<file path="src/rtl/fb_image_pkg.sv">
package fb_image_pkg;

  // image geometry, in bytes, relative to the master start address
  localparam int IMG_BYTES = 48;
  localparam int WORD_COUNT = 16;
  localparam int BIT_BYTES = 14;
  localparam logic [5:0] WORD_BASE = 6'h00;
  localparam logic [5:0] BIT_BASE = 6'h20;
  localparam logic [5:0] RSV_BASE = 6'h2e;
  localparam logic [5:0] RSV_LAST = 6'h2f;
  localparam logic [5:0] CMD_WORD_LAST = 6'h03;
  localparam logic [5:0] CTRL_BYTE_LAST = 6'h21;

  // bit positions inside the first input bit byte
  localparam int ESTOP_BIT = 0;
  localparam int SVC_BIT = 2;

  // timing
  localparam longint CLK_HZ = 125000000;
  localparam longint SCAN_MS = 10;
  localparam longint LINK_WAIT_MS = 5000;
  localparam longint SCAN_CYC = CLK_HZ / 1000 * SCAN_MS;
  localparam longint LINK_WAIT_CYC = CLK_HZ / 1000 * LINK_WAIT_MS;

  // link supervisor states
  typedef enum logic [1:0] {
    ST_WAIT = 2'b00,
    ST_PWR_FAIL = 2'b01,
    ST_NORMAL = 2'b10,
    ST_LOST = 2'b11
  } link_state_e;

  // safety inputs after gating
  typedef struct packed {
    logic estop_n;
    logic interlock_n;
    logic service;
  } safety_s;

  // one byte access to the image memories
  typedef struct packed {
    logic we;
    logic [5:0] addr;
    logic [7:0] data;
  } byte_req_s;

endpackage

</file>
<file path="src/rtl/fb_image_supervisor.sv">
// The implementer's own choices: the strobed register port and the placing of the registers.
`timescale 1ns/1ps
module fb_image_supervisor
  import fb_image_pkg::*;
#(
  parameter longint SCAN_CYCLES = SCAN_CYC,
  parameter longint WAIT_CYCLES = LINK_WAIT_CYC
) (
  input wire logic clk_sys,
  input wire logic srst,
  // fieldbus slave interface side
  input wire logic data_exchange_active,
  input wire logic bus_out_we,
  input wire logic [5:0] bus_out_addr,
  input wire logic [7:0] bus_out_data,
  input wire logic [5:0] bus_in_addr,
  output logic [7:0] bus_in_data,
  // robot side word access
  input wire logic [3:0] word_idx,
  input wire logic word_we,
  input wire logic [15:0] word_wdata,
  input wire logic word_re,
  output logic [15:0] word_rdata,
  output logic [31:0] dword_rdata,
  output logic word_err,
  // robot side bit byte access
  input wire logic [3:0] bit_idx,
  input wire logic bit_we,
  input wire logic [7:0] bit_wdata,
  input wire logic bit_re,
  output logic [7:0] bit_rdata,
  input wire logic internal_access,
  // safety pins and parameters
  input wire logic safety_estop_n,
  input wire logic parallel_interlock_input,
  input wire logic safety_service,
  input wire logic monitor_24v_valid,
  input wire logic safe_mode,
  input wire logic servo_on_req,
  // status
  output safety_s safety,
  output logic servo_enable,
  output link_state_e link_state,
  output logic link_error,
  output logic history_pulse,
  output logic scan_tick
);

  localparam int SW = 32;

  link_state_e state_r;
  link_state_e state_nxt;
  logic [SW-1:0] scan_cnt_r;
  logic [SW-1:0] wait_cnt_r;
  logic [3:0] pin_lvl;
  logic [5:0] in_rd_addr;
  logic ctrl_rd_r;
  logic estop_pin_s;
  logic ilk_pin_s;
  logic svc_pin_s;
  logic dx_s;
  logic tick;
  logic [7:0] ctrl_in_r;
  logic servo_r;
  logic word_pend_r;
  logic word_hi_r;
  logic [15:0] word_lo_r;
  logic bit_pend_r;
  byte_req_s in_wr;
  byte_req_s out_wr;
  logic [5:0] out_rd_addr;
  logic [7:0] out_rd_data;
  logic [7:0] in_rd_data;

  // byte offset of a word byte, bit byte and reserved check
  function automatic logic [5:0] word_off(input logic [3:0] k,
                                          input logic hi);
    word_off = WORD_BASE + {1'b0, k, 1'b0} + {5'h00, ~hi};
  endfunction

  function automatic logic [5:0] bit_off(input logic [3:0] k);
    bit_off = BIT_BASE + {2'b00, k};
  endfunction

  function automatic logic reserved(input logic [5:0] a);
    reserved = (a >= RSV_BASE);
  endfunction

  // error states of the link supervisor
  function automatic logic link_err(input link_state_e s);
    link_err = (s == ST_PWR_FAIL) || (s == ST_LOST);
  endfunction

  pin_sync #(.W(4)) u_sync (
    .clk_sys(clk_sys),
    .srst(srst),
    .pin({data_exchange_active, safety_service,
          parallel_interlock_input, safety_estop_n}),
    .level(pin_lvl)
  );

  // pin order: exchange indication, service, interlock, stop
  assign {dx_s, svc_pin_s, ilk_pin_s, estop_pin_s} = pin_lvl;

  // scan period counter
  always_ff @(posedge clk_sys) begin
    if (srst) begin
      scan_cnt_r <= '0;
    end else if (tick) begin
      scan_cnt_r <= '0;
    end else begin
      scan_cnt_r <= scan_cnt_r + 1'b1;
    end
  end
  assign tick = (scan_cnt_r == SW'(SCAN_CYCLES - 1));

  // link supervisor next state, evaluated once per scan
  always_comb begin
    state_nxt = state_r;
    case (state_r)
      ST_WAIT: begin
        if (dx_s) begin
          state_nxt = ST_NORMAL;
        end else if (wait_cnt_r >= SW'(WAIT_CYCLES)) begin
          state_nxt = ST_PWR_FAIL;
        end
      end
      ST_PWR_FAIL: begin
        if (dx_s) begin
          state_nxt = ST_NORMAL;
        end
      end
      ST_NORMAL: begin
        if (!dx_s) begin
          state_nxt = ST_LOST;
        end
      end
      ST_LOST: begin
        if (dx_s) begin
          state_nxt = ST_NORMAL;
        end
      end
      default: state_nxt = ST_WAIT;
    endcase
  end

  // state register and power-on wait counter
  always_ff @(posedge clk_sys) begin
    if (srst) begin
      state_r <= ST_WAIT;
      wait_cnt_r <= '0;
    end else begin
      if (state_r == ST_WAIT) begin
        wait_cnt_r <= wait_cnt_r + 1'b1;
      end
      if (tick) begin
        state_r <= state_nxt;
      end
    end
  end

  // link status outputs and history event on error entry
  always_ff @(posedge clk_sys) begin
    if (srst) begin
      link_state <= ST_WAIT;
      link_error <= 1'b0;
      history_pulse <= 1'b0;
      scan_tick <= 1'b0;
    end else begin
      link_state <= state_r;
      link_error <= link_err(state_r);
      // pulse in the same cycle as the error flag rises
      history_pulse <= link_err(state_r) && !link_error;
      scan_tick <= tick;
    end
  end

  // master output bytes accepted only in the normal state
  always_comb begin
    in_wr.we = bus_out_we && (state_r == ST_NORMAL) &&
               !reserved(bus_out_addr);
    in_wr.addr = bus_out_addr;
    in_wr.data = bus_out_data;
  end

  // shared read port: word access, then bit byte read, else control byte
  always_comb begin
    in_rd_addr = BIT_BASE;
    if (word_we || word_re) begin
      in_rd_addr = word_off(word_idx, word_hi_r);
    end else if (bit_re) begin
      in_rd_addr = bit_off(bit_idx);
    end
  end

  image_ram #(.DEPTH(IMG_BYTES)) u_in_ram (
    .clk_sys(clk_sys),
    .wr(in_wr),
    .rd_addr(in_rd_addr),
    .rd_data(in_rd_data)
  );

  // robot side writes into the output image; internal writes command area
  always_comb begin
    out_wr.we = 1'b0;
    out_wr.addr = bit_off(bit_idx);
    out_wr.data = bit_wdata;
    if (word_we && (internal_access ||
                    word_off(word_idx, 1'b1) > CMD_WORD_LAST)) begin
      out_wr.we = 1'b1;
      out_wr.addr = word_off(word_idx, word_hi_r);
      out_wr.data = word_hi_r ? word_wdata[15:8] : word_wdata[7:0];
    end else if (bit_we && !reserved(bit_off(bit_idx)) &&
                 (internal_access ||
                  bit_off(bit_idx) > CTRL_BYTE_LAST)) begin
      out_wr.we = 1'b1;
    end
  end

  // master input image passed on every cycle in the normal state, zero in other states and for reserved bytes
  assign out_rd_addr = bus_in_addr;
  image_ram #(.DEPTH(IMG_BYTES)) u_out_ram (
    .clk_sys(clk_sys),
    .wr(out_wr),
    .rd_addr(out_rd_addr),
    .rd_data(out_rd_data)
  );

  always_ff @(posedge clk_sys) begin
    if (srst) begin
      bus_in_data <= 8'h00;
    end else if (state_r != ST_NORMAL || reserved(bus_in_addr)) begin
      bus_in_data <= 8'h00;
    end else begin
      bus_in_data <= out_rd_data;
    end
  end

  // two byte sequencing of word accesses: high byte first then low
  always_ff @(posedge clk_sys) begin
    if (srst) begin
      word_hi_r <= 1'b1;
      word_pend_r <= 1'b0;
      word_lo_r <= 16'h0000;
    end else begin
      word_pend_r <= word_re;
      if (word_we || word_re) begin
        word_hi_r <= ~word_hi_r;
      end
      if (word_pend_r) begin
        if (!word_hi_r) begin
          word_lo_r[15:8] <= in_rd_data;
        end else begin
          word_lo_r[7:0] <= in_rd_data;
        end
      end
    end
  end

  // word read result: unsigned word, signed pair from words k and k+1
  always_ff @(posedge clk_sys) begin
    if (srst) begin
      word_rdata <= 16'h0000;
      dword_rdata <= 32'h00000000;
      word_err <= 1'b0;
    end else begin
      word_err <= (word_we || word_re) && !internal_access &&
                  (word_off(word_idx, 1'b1) <= CMD_WORD_LAST);
      word_rdata <= word_lo_r;
      if (word_idx[0] == 1'b0) begin
        dword_rdata[15:0] <= word_lo_r;
      end else begin
        dword_rdata[31:16] <= word_lo_r;
      end
    end
  end

  // bit byte read, delayed one cycle behind the memory
  always_ff @(posedge clk_sys) begin
    if (srst) begin
      bit_pend_r <= 1'b0;
      bit_rdata <= 8'h00;
      ctrl_rd_r <= 1'b0;
    end else begin
      bit_pend_r <= bit_re && !(word_we || word_re);
      ctrl_rd_r <= !(word_we || word_re || bit_re);
      if (bit_pend_r) begin
        bit_rdata <= in_rd_data;
      end
    end
  end

  // capture dedicated control byte at each scan in the normal state when the read port was idle the cycle before, forced on link loss
  always_ff @(posedge clk_sys) begin
    if (srst) begin
      ctrl_in_r <= 8'h00;
    end else if (state_r == ST_LOST) begin
      ctrl_in_r[ESTOP_BIT] <= 1'b0;
      ctrl_in_r[SVC_BIT] <= 1'b0;
    end else if (tick && ctrl_rd_r && state_r == ST_NORMAL) begin
      ctrl_in_r <= in_rd_data;
    end
  end

  // safety gating
  always_ff @(posedge clk_sys) begin
    if (srst) begin
      safety <= '0;
    end else begin
      safety.estop_n <= estop_pin_s &&
        ((state_r == ST_PWR_FAIL || state_r == ST_WAIT) ||
         ctrl_in_r[ESTOP_BIT]);
      safety.interlock_n <= (!monitor_24v_valid || ilk_pin_s);
      safety.service <= safe_mode &&
        (ctrl_in_r[SVC_BIT] ||
         (monitor_24v_valid && svc_pin_s));
    end
  end

  // servo comes up disabled and is set while servo_on_req is high, cleared by stop or interlock
  always_ff @(posedge clk_sys) begin
    if (srst) begin
      servo_r <= 1'b0;
      servo_enable <= 1'b0;
    end else begin
      if (!safety.estop_n || !safety.interlock_n) begin
        servo_r <= 1'b0;
      end else if (servo_on_req) begin
        servo_r <= 1'b1;
      end
      servo_enable <= servo_r;
    end
  end
endmodule

</file>
<file path="src/rtl/image_ram.sv">
`timescale 1ns/1ps
module image_ram
  import fb_image_pkg::*;
#(
  parameter int DEPTH = 48
) (
  input wire logic clk_sys,
  input wire byte_req_s wr,
  input wire logic [5:0] rd_addr,
  output logic [7:0] rd_data
);
  logic [7:0] mem [0:DEPTH-1];

  // byte write port
  always_ff @(posedge clk_sys) begin
    if (wr.we) begin
      mem[wr.addr] <= wr.data;
    end
  end

  // registered read port
  always_ff @(posedge clk_sys) begin
    rd_data <= mem[rd_addr];
  end
endmodule

</file>
<file path="src/rtl/pin_sync.sv">
`timescale 1ns/1ps
module pin_sync #(
  parameter int W = 1
) (
  input wire logic clk_sys,
  input wire logic srst,
  input wire logic [W-1:0] pin,
  output logic [W-1:0] level
);
  logic [W-1:0] s1_r;
  logic [W-1:0] s2_r;
  logic [W-1:0] s3_r;

  // three stage chain, change accepted when stages two and three agree
  always_ff @(posedge clk_sys) begin
    s1_r <= pin;
    s2_r <= s1_r;
    s3_r <= s2_r;
  end

  always_ff @(posedge clk_sys) begin
    if (srst) begin
      level <= '0;
    end else begin
      for (int i = 0; i < W; i++) begin
        if (s2_r[i] == s3_r[i]) begin
          level[i] <= s3_r[i];
        end
      end
    end
  end
endmodule

</file>
<file path="config.mk">
export PLATFORM = sky130hd
export DESIGN_NAME = fb_image_supervisor
export DESIGN_NICKNAME = d
export VERILOG_FILES = /design/src/rtl/fb_image_pkg.sv /design/src/rtl/fb_image_supervisor.sv /design/src/rtl/image_ram.sv /design/src/rtl/pin_sync.sv
export SDC_FILE = /design/constraint.sdc
export NUM_CORES = 1
export LEC_CHECK = 0
export ABC_AREA = 1
export BUFFER_PORTS_ARGS = -buffer_cell sky130_fd_sc_hd__buf_2
export CORE_MARGIN = 3
export CORE_UTILIZATION = 35
export CTS_BUF_LIST = sky130_fd_sc_hd__clkbuf_2 sky130_fd_sc_hd__clkbuf_4 sky130_fd_sc_hd__clkbuf_8
export DETAILED_ROUTE_END_ITERATION = 7
export GPL_TIMING_DRIVEN = 0
export HOLD_SLACK_MARGIN = 0.1
export PLACE_DENSITY = 0.52
export RECOVER_POWER = 100
export SETUP_SLACK_MARGIN = 0.2
export SYNTH_ARGS = -nofsm -noshare
export SYNTH_HDL_FRONTEND = slang
export SYNTH_SLANG_ARGS = --single-unit
</file>
<file path="constraint.sdc">
create_clock -name clk_sys -period 4.7 [get_ports clk_sys]
set_clock_uncertainty 0.15 [all_clocks]
set_input_delay 0.705 -clock clk_sys [delete_from_list [all_inputs] [get_ports clk_sys]]
set_output_delay 0.705 -clock clk_sys [all_outputs]
set_load 0.05 [all_outputs]
</file>
* Word-level counts from Yosys, hierarchy flattened
Memories as Yosys holds them, arrays and structs flattened. A register that Yosys moved wholly into a read port is not among the register bits.
Index checks and enable logic that the tools add are counted.
** Storage, ports and cells
- Bits in writable memories :: 768
- Bits of input ports :: 67
- Logic and storage cells :: 116
- Register bits :: 179
- Output and inout bits :: 74
- Memories :: 2
** Memories
- u_in_ram.mem :: depth 48, width 8, rd ports 1, clocked after Yosys merged registers in 1, wr ports 1, RTL line image_ram.sv:12 : logic [7:0] mem [0:DEPTH-1];
- u_out_ram.mem :: depth 48, width 8, rd ports 1, clocked after Yosys merged registers in 1, wr ports 1, RTL line image_ram.sv:12
** Operators by class
- Muxes and demuxes :: 15
- Bitwise operators :: 1
- Equal/unequal tests :: 12
- Magnitude comparators :: 7
- $add $sub $neg :: 4
- Reductions and logical operators :: 43
** Operators with widths (number)
- adder 32 x 1 -> 32 bit (second input constant) :: 2
- == test 32 x 21 -> 1 bit (second input constant) :: 1
- greater-or-equal comparator 32 x 30 -> 1 bit (second input constant) :: 1
- greater-or-equal comparator 6 bit (second input constant) :: 3
- logical AND 1 bit :: 14
- 2-to-1 mux 14 bit :: 1
- 2-to-1 mux 6 bit :: 2
- logical OR 1 bit :: 11
- OR reduction 2 bit :: 5
- logical NOT 1 bit :: 9
- 2-to-1 mux 2 bit :: 4
- 2-to-1 mux 8 bit :: 1
- adder 5 x 1 -> 6 bit :: 1
- adder 6 x 4 -> 6 bit (first input constant) :: 1
- > comparator 6 bit (second input constant) :: 1
- 2-to-1 mux 1 bit :: 6
- one-hot mux 2 bit (3 select lines) :: 1
- > comparator 5 x 2 -> 1 bit (second input constant) :: 1
- less-or-equal comparator 5 x 2 -> 1 bit (second input constant) :: 1
- == test 1 bit :: 4
- == test 2 bit (second input constant) :: 2
- != test 2 bit (second input constant) :: 2
- AND reduction 2 bit :: 2
- AND reduction 4 bit :: 1
- other kinds (5) :: 5

* Logic depth before layout (Yosys ltp)
Gate-level depths: netlist of the first run.
- Depth in word-level cells :: 9
- Mapped depth :: 14
- Depth with buffers taken out :: 12

* By module
A second synthesis of the first run with hierarchy kept.
** Unflattened totals
- Cells, all modules :: 3642
- Area total of the unflattened synthesis :: 38993.6 um2
** By module, submodules not included
- image_ram :: area an instance 15852.7 um2, times used 2, sequential area each 11691.2 um2, cells each 1331
- fb_image_supervisor :: area an instance 6907.9 um2, times used 1, sequential area each 3263.1 um2, cells each 951
- pin_sync :: area an instance 380.4 um2, times used 1, sequential area each 320.3 um2, cells each 29

* Worst setup path after synthesis of the first run
No wires, ideal clock.
- Path type :: input port to flip-flop
- From :: input port word_we
- To :: memory u_out_ram.mem[0][6], data pin
- Data required time :: 4.057 ns
- Stages :: 6
- Path buffers :: 2
- Slack :: 1.177 ns
- Arrival :: 2.881 ns
- Cells stage by stage :: buf_4 nand2_1 inv_2 buf_1 nor2_1 a31oi_1
** RTL lines
- start: declaration :: RTL line fb_image_supervisor.sv:20 : input wire logic word_we,
- end: declaration :: RTL line image_ram.sv:12

* Worst setup path after layout of the first run
- From :: input port word_idx[1]
- To :: memory u_out_ram.mem[45][6], enable pin
** Between the ends
- Word-level cells in the longest chain between the ends :: 6
- Elaborated cells between the ends (all ways) :: 8
- Those cells by class :: add/sub (1); order compare (1); mux (4); reduce/logical (2)
** RTL lines
- start: declaration :: RTL line fb_image_supervisor.sv:19 : input wire logic [3:0] word_idx,
- > comparator 5 x 2 -> 1 bit :: RTL line fb_image_supervisor.sv:209 : word_off(word_idx, 1'b1) > CMD_WORD_LAST)) begin
- logical OR 1 bit :: RTL line fb_image_supervisor.sv:208 : if (word_we && (internal_access ||
- logical AND 1 bit :: RTL line fb_image_supervisor.sv:208
- 2-to-1 mux 1 bit :: RTL line fb_image_supervisor.sv:208
- 2-to-1 mux 1 bit :: RTL line image_ram.sv:16 : if (wr.we) begin
- 2-to-1 mux 1 bit (not written as such) :: RTL line image_ram.sv:17 : mem[wr.addr] <= wr.data;
Parallel ways exist; a longest one is shown, timed or not.

==> qor.csv, run 1 <==
metric,value,unit
first_pass_iters,6,
drv_cap,11,
vdd_drop_max,265.1,uV
insertion_delay,850,ps
cts_resized,0,
setup_viol,0,
worstMarginPinSlew,3143,ps
post_cts_buffers,0,
worstSetupPathType,input port to flop,
cts_tree,built,
cts_buffer_depth,3,
regArea,26970,um2
dieArea,117400,um2
yosysUniqueCellTypes,41,
htree_levels,4,
dp_slack,770.3,ps
grt_use_met2,33.01,%
final_hold_viol_count,0,
p_sw_share,25.50,%
leakage,0.01693,uW
power,18810,uW
wl_per_cell,21.26,um
pwr-share-clk,40.7,%
overflow,0,
ant_nets,0,
final_util,41.19,%
cts_sinks,963,
crit_fanout,10,
multiInputGateArea,10920,um2
gp_congestion,0.9279,
dr.first_iter.drc_count,2729,
worst-r2r-cell-count,6,
synth_area_leaders,"edfxtp_1, dfxtp_1, nand2_1",
yosys_register_bits,963,
crit_chain,"dlygate4sd3_1, clkbuf_1, nor2_1, dlygate4sd3_1, nand2_1, nand2_1, inv_1, o21ai_0, inv_1, nor2_1, nand2_1, nor2_1",
synthCells,3819,
synth_area,39650,um2
routed_wl,123300,um
p_comb_share,9.1,%
maxSlewViolCount,443,
grt_util_met1,27.68,%
dpl.cell_count,5488,
final_nets,4254,
power_density,409.2,nW/um2
rsz0062_at_grt,no,
die_w,342.6,um
period_needed,4281,ps
fp.dieH,342.6,um
clk_pin_slew,60,ps
end_kind,flop,
grt_start_max_net_pins,49,
use_met3,4.363,%
final.setup.worst_slack,418.8,ps
synth_top_area_share,58.17,%
holdPathStages,0,
dpl.hpwl,84590,um
fill_cells,10920,
syn_avg_cell_area,10.38,um2
drc_errors,0,
cp.depth,12,
critPathBufInv,5,
max_stage_delay,930,ps
initial_utilization,35.53,%
max_freq,233.6,MHz
synthToLayoutAreaGrowth,15.92,%
root_buffer,clkbuf_8,
hold_buffers,15,
power.share.sequential,50.2,%
cts_inserted_buffers,167,
cp-start-kind,input port,
antenna_found_initial,9,
top_usage_layer,met2,
seq_area_frac_synth,68.01,%
violations,"capacitance limit, slew limit",
cp_data_arrival_time,4570,ps
core_area,111600,um2
slowest_stage,nor2_1,
synth_warnings,0,
vias,29480,
drive_gt1_share,10.43,%
cp.required,4990,ps
relSlewSlack,-109.5,%
cell_internal_pwr,14010,uW
hold_class,flop to flop,
fp-row-count,122,
p_sw,4796,uW
yosysTopAreaCell,edfxtp_1,
grt_usage,20.67,%
port_buffers,136,
grt_pass1_wl,180000,um
grt_pass1_vias,28250,
fin_crit_sh,91.09,%
crit_family,simple AND/OR/NAND/NOR gates,
drt-vias-per-instance,5.083,
status,"complete, but fails checks",
fin_cells,5799,
pin_count,141,
-- cell families (layout without fill, tap and decap cells) --
group | count (synthesis) | in the layout | share of synthesized area, %
other | 1 | 39 | 0.009458
DFF | 963 | 963 | 68.01
and+or+nand+nor | 1894 | 1894 | 20.14
AOI/OAI and AO/OA | 476 | 476 | 6.466
xor gates and xnor gates | 21 | 21 | 0.4639
buffers and inverters | 461 | 915 | 4.819
adders and majority gates | 3 | 3 | 0.09468
-- cells in the final DEF (no fill, tap or decap), types with 13 or more instances in the layout --
cell type	count
nand4_1	18
clkbuf_1	186
nor3_1	55
nor2_1	406
buf_2	128
buf_4	16
inv_1	253
clkinv_1	26
conb_1	32
nand3_1	460
nand3b_1	27
nand2_1	903
o22ai_1	52
o21ai_0	223
edfxtp_1	768
clkinv_2	14
xor2_1	13
clkbuf_4	56
dfxtp_1	195
clkbuf_8	182
a21oi_1	156
dlygate4sd3_1	15
-- sequential cells by signal (all words and copies together), names as in the netlist, 16 cells and up --
| signal | flops |
|---|---|
| wait_cnt_r | 32 |
| word_rdata | 16 |
| scan_cnt_r | 32 |
| dword_rdata | 32 |
| word_lo_r | 16 |
| u_out_ram.mem | 384 |
| u_in_ram.mem | 384 |
-- routing by layer --
| layer | wire length [um] | vias up |
|---|---|---|
| li1 | - | 13830 |
| met1 | 51830 | 14210 |
| met2 | 56770 | 1162 |
| met3 | 10160 | 278 |
| met4 | 4476 | 6 |
| met5 | 35 | - |
-- final timing paths --
kind,startpoint,slack [ps],endpoint
worst max register to register,state_r[1],580,u_in_ram.mem[20][0]
worst min-delay path,u_sync.s1_r[1],180,u_sync.s2_r[1]
worst max-delay path,word_idx[1],420,u_out_ram.mem[45][6]
worst min register to register,u_sync.s1_r[1],180,u_sync.s2_r[1]
-- Yosys cell counts --
cell and instances:
a211oi_1 8, a21boi_2 1, a21oi_1 155, a21oi_2 1, a31oi_1 8, and3_1 2
buf_1 10, buf_2 84, buf_4 16, buf_6 2, clkbuf_1 90, clkinv_1 4
conb_1 1, dfxtp_1 195, edfxtp_1 768, ha_1 3, inv_1 250, inv_2 5
nand2_1 903, nand2_2 4, nand3_1 460, nand3b_1 27, nand4_1 18, nor2_1 406
nor2_2 2, nor2_8 1, nor3_1 55, nor3b_1 6, nor4_1 5, o211ai_1 11
o21a_1 2, o21ai_0 219, o21ai_1 10, o21ai_2 2, o221ai_1 5, o22ai_1 52
o22ai_4 1, o31ai_1 1, or2_2 5, xnor2_1 8, xor2_1 13
-- power by group through the flow --
| stage | Clock (uW) | Combinational [uW] | Sequential, uW |
|---|---|---|---|
| 2_1_floorplan | 0 | 844 | 9680 |
| 3_3_place_gp | 0 | 1630 | 9650 |
| 3_5_place_dp | 0 | 1730 | 9620 |
| 4_1_cts | 7800 | 1740 | 9440 |
| 5_1_grt | 8160 | 1850 | 9450 |
| 6_report | 7650 | 1710 | 9450 |
-- per-stage QoR --
step / hold WS [ps] / instance area [um2] / TNS [ps]
3_3_place_gp: 163.9 / 42310 / -749150
3_5_place_dp: 162.1 / 42780 / 0
6_report: 175.5 / 45960 / 0
2_1_floorplan: 159.6 / 39770 / 0
5_1_grt: 183.7 / 45950 / 0
4_1_cts: 118.9 / 46210 / 0
-- worst reg2reg max path, delay by kind of cell, from the launching register on --
kind | cells | cell delay (ps)
simple gates | 3 | 2430
flops | 1 | 430
buf+inv | 1 | 120
compound gates | 2 | 580
-- cell type report --
cell class                 instances  area share, %
antenna                            7        0.03811
buffer                           202          2.028
clock buffer                     238          6.365
clock inverter                    51         0.7895
inverter                         259          2.115
multi-input combinational       2426          23.76
sequential                       963          58.67
tap                             1488          4.051
timing repair buffer             165          2.181
No activity file was read; power rests on OpenSTA's default activity.
==> run 2, diff against run 1 <==
- ABC_AREA: 1 -> not set
- SYNTH_HIERARCHICAL: not set -> 1
==> run 2 against run 1 <==
The run still ends with capacitance limit, slew limit left; largest cell class unchanged; highest routed layer unchanged; wire length shrank 17%; synthesized cell count shrank 39%; critical path type unchanged; non-clock buffer count shrank 77; utilization shrank 0.21 points; global-route usage shrank 2.5 points; count of clock-buffer cells in the layout grew 3; sequential share of layout area grew 3.3 points; hold slack lost 1.2 ps; setup slack lost 210 ps; die area shrank 4.7%.
==> qor.csv, run 2 <==
metric,value,unit,change
drv_cap,16,,was 11
cts_tree,built,,unchanged
grt_pass1_vias,22100,,"was 28,250"
ant_nets,0,,unchanged
power,18140,uW,"was 18,810 uW"
drc_errors,0,,unchanged
crit_fanout,10,,unchanged
synth_simple_gate_area_share,6.953,%,was 20.14%
root_buffer,clkbuf_8,,unchanged
yosys-top-cells-count,"edfxtp_1, mux2i_1, nor2_1",,"was nand2_1, edfxtp_1, nand3_1"
core_area,106200,um2,"was 111,600 um2"
maxSlewViolCount,545,,was 443
port_buffers,138,,was 136
cp-start-kind,input port,,unchanged
synth_compound_area_share,5.087,%,was 6.466%
yosysMostFrequentCell,edfxtp_1,,was nand2_1
multiInputGateArea,9940,um2,"was 10,920 um2"
async_reset_ff_share,0,%,unchanged
synthToLayoutAreaGrowth,15.22,%,was 15.92%
yosysTopAreaCell,edfxtp_1,,unchanged
initial_utilization,35.56,%,was 35.53%
final_cell_mix,"edfxtp_1, mux2i_1, nor2_1",,"was nand2_1, edfxtp_1, nand3_1"
critPathBufInv,6,,was 5
hold_class,flop to flop,,unchanged
synth_warnings,6,,was 0
yosysUniqueCellTypes,59,,was 41
die_w,334.4,um,was 342.6 um
cts_buffer_depth,3,,unchanged
final_hold_viol_count,0,,unchanged
cp_data_arrival_time,4990,ps,was 4570 ps
overflow,0,,unchanged
vdd_drop_max,248.1,uV,was 265.1 uV
synth_flop_cell,edfxtp_1,,unchanged
reg_top3,"u_in_ram/mem x384, u_out_ram/mem x384",,"was u_in_ram.mem x384, u_out_ram.mem x384"
crit_chain,"buf_2, or2_2, clkbuf_1, inv_1, nand3_1, nand2_1, buf_4, nor2b_1, clkbuf_1, clkbuf_1, a22oi_1, a21oi_1, o41ai_2",,"was dlygate4sd3_1, clkbuf_1, nor2_1, dlygate4sd3_1, nand2_1, nand2_1, inv_1, o21ai_0, inv_1, nor2_1, nand2_1, nor2_1"
crit_start,word_re,,was word_idx[1]
pin_count,141,,unchanged
synth_top_family_by_area,multiplexers,,was simple AND/OR/NAND/NOR gates
max_stage_delay,640,ps,was 930 ps
final_nets,2733,,"was 4,254"
wl_per_cell,24.41,um,was 21.26 um
dpl.hpwl,70220,um,"was 84,590 um"
use_met3,4.479,%,was 4.363%
gp_congestion,0.9062,,was 0.9279
worstSetupPathType,input port to flop,,unchanged
grt_use_met2,27.54,%,was 33.01%
dpl.cell_count,3881,,"was 5,488"
seq_area_frac_synth,71.42,%,was 68.01%
insertion_delay,790,ps,was 850 ps
syn_avg_cell_area,16.11,um2,was 10.38 um2
slowest_stage,clkbuf_1,,was nor2_1
grt_util_met1,25.24,%,was 27.68%
synthCells,2344,,"was 3,819"
synthesis.nets,2414,,
r2r-start,word_hi_r,,was state_r[1]
worstMarginPinSlew,2811,ps,was 3143 ps
relSlewSlack,-89.37,%,was -109.5%
fin_cells,4186,,"was 5,799"
fp.dieH,334.4,um,was 342.6 um
dieArea,111800,um2,"was 117,400 um2"
yosys_register_bits,963,,unchanged
status,"complete, but fails checks",,unchanged
end_kind,flop,,unchanged
routed_wl,102200,um,"was 123,300 um"
grt_usage,18.13,%,was 20.67%
power_density,416.9,nW/um2,was 409.2 nW/um2
r2r_setup_slack,320,ps,was 580 ps
drive_gt1_share,17.94,%,was 10.43%
period_needed,4496,ps,was 4281 ps
cp.required,5190,ps,was 4990 ps
yosys-mux-area-fraction,13.13,%,was 0%
synth_area,37750,um2,"was 39,650 um2"
crit_family,buffers and inverters,,was simple AND/OR/NAND/NOR gates
final_common_cell,edfxtp_1,,was nand2_1
regArea,26970,um2,unchanged
worstHoldStart,u_sync/s1_r[2],,was u_sync.s1_r[1]
top_usage_layer,met2,,unchanged
synthAdderAreaFrac,0.09942,%,was 0.09467%
cts_sinks,963,,unchanged
synth-edff-count,768,,unchanged
rsz0062_at_grt,no,,unchanged
grt_pass1_wl,148200,um,"was 180,000 um"
violations,"capacitance limit, slew limit",,unchanged
synth_top_area_share,61.08,%,was 58.17%
first_pass_iters,6,,unchanged
dr.first_iter.drc_count,1998,,"was 2,729"
vias,21910,,"was 29,480"
fp-row-count,119,,was 122
fill_cells,9761,,"was 10,920"
post_cts_buffers,0,,unchanged
fin_crit_sh,95.66,%,was 91.09%
grt_start_max_net_pins,49,,unchanged
synth_xor_area_share,1.183,%,was 0.4639%
max_freq,222.4,MHz,was 233.6 MHz
cts_inserted_buffers,160,,was 167
setup_viol,0,,unchanged
htree_levels,4,,unchanged
antenna_found_initial,4,,was 9
leakage,0.01468,uW,was 0.01693 uW
drt-vias-per-instance,5.234,,was 5.083
synth_area_leaders,"edfxtp_1, dfxtp_1, mux2i_1",,"was edfxtp_1, dfxtp_1, nand2_1"
tns,0,ps,unchanged
clk_pin_slew,60,ps,about the same
cpMostUsedCell,clkbuf_1,,
[run 2: path summary, 6_finish.rpt]
check,depth (start not counted),endpoint
hold reg to reg,0,u_sync/s2_r[2]
setup reg to reg,4,u_out_ram/mem[13][6]
setup / recovery,13,u_in_ram/rd_data[7]
hold / removal,0,u_sync/s2_r[2]
[run 2: worst reg2reg max path, stage by stage (launching register included)]
cell,delay [ps]
dfxtp_1,360
clkbuf_1,760
mux2i_1,180
o21ai_0,1650
clkbuf_2,920
[run 2: area by class of cell]
cell class                 instances  area share, %
inverter                          13         0.1122
buffer                           133          1.697
tap                             1391          4.001
antenna                            2        0.01150
clock inverter                    51         0.6845
timing repair buffer             157          1.939
sequential                       963          61.99
multi-input combinational       1235          22.85
clock buffer                     241          6.719
[run 2: repair_timing]
action / CTS / global route
setup endpoints to repair: 0 / 142
endpoints found under the hold margin: 9 / 0
hold buffers: 9 / 0
resized for setup: 0 / 8
[run 2: logic make-up after synthesis]
group | after synthesis
simple gates | 528
xor+xnor | 51
fa+ha+maj | 3
mux | 395
flops | 963
buf+inv | 146
compound gates | 258
[run 2: through the flow]
step	cell area, um2	setup WS [ps]	hold slack, ps	utilization [%]
after floorplan	37760	933.7	159.6	-
after global placement	40190	-3596	163.5	37.85
after detailed placement	40470	-591.6	162.1	38.12
after CTS	43780	276.3	137.3	41.24
after global routing	43500	117.4	169.7	40.97
final	43500	203.9	174.3	40.98
[run 2: layer usage]
layer  part of all wire [%]  wire length, um  vias up
met5                  0.012               12        -
met4                    3.2             3229        2
met3                    7.3             7428      170
met2                     45            45770      789
met1                     45            45740    11180
li1                       -                -     9770
[run 2: power breakdown]
part           switching (uW)  total [uW]  internal (uW)
clock network            3270        7300           4040
logic                     945        1420            471
registers                62.5        9420           9350
total                    4270       18100          13900
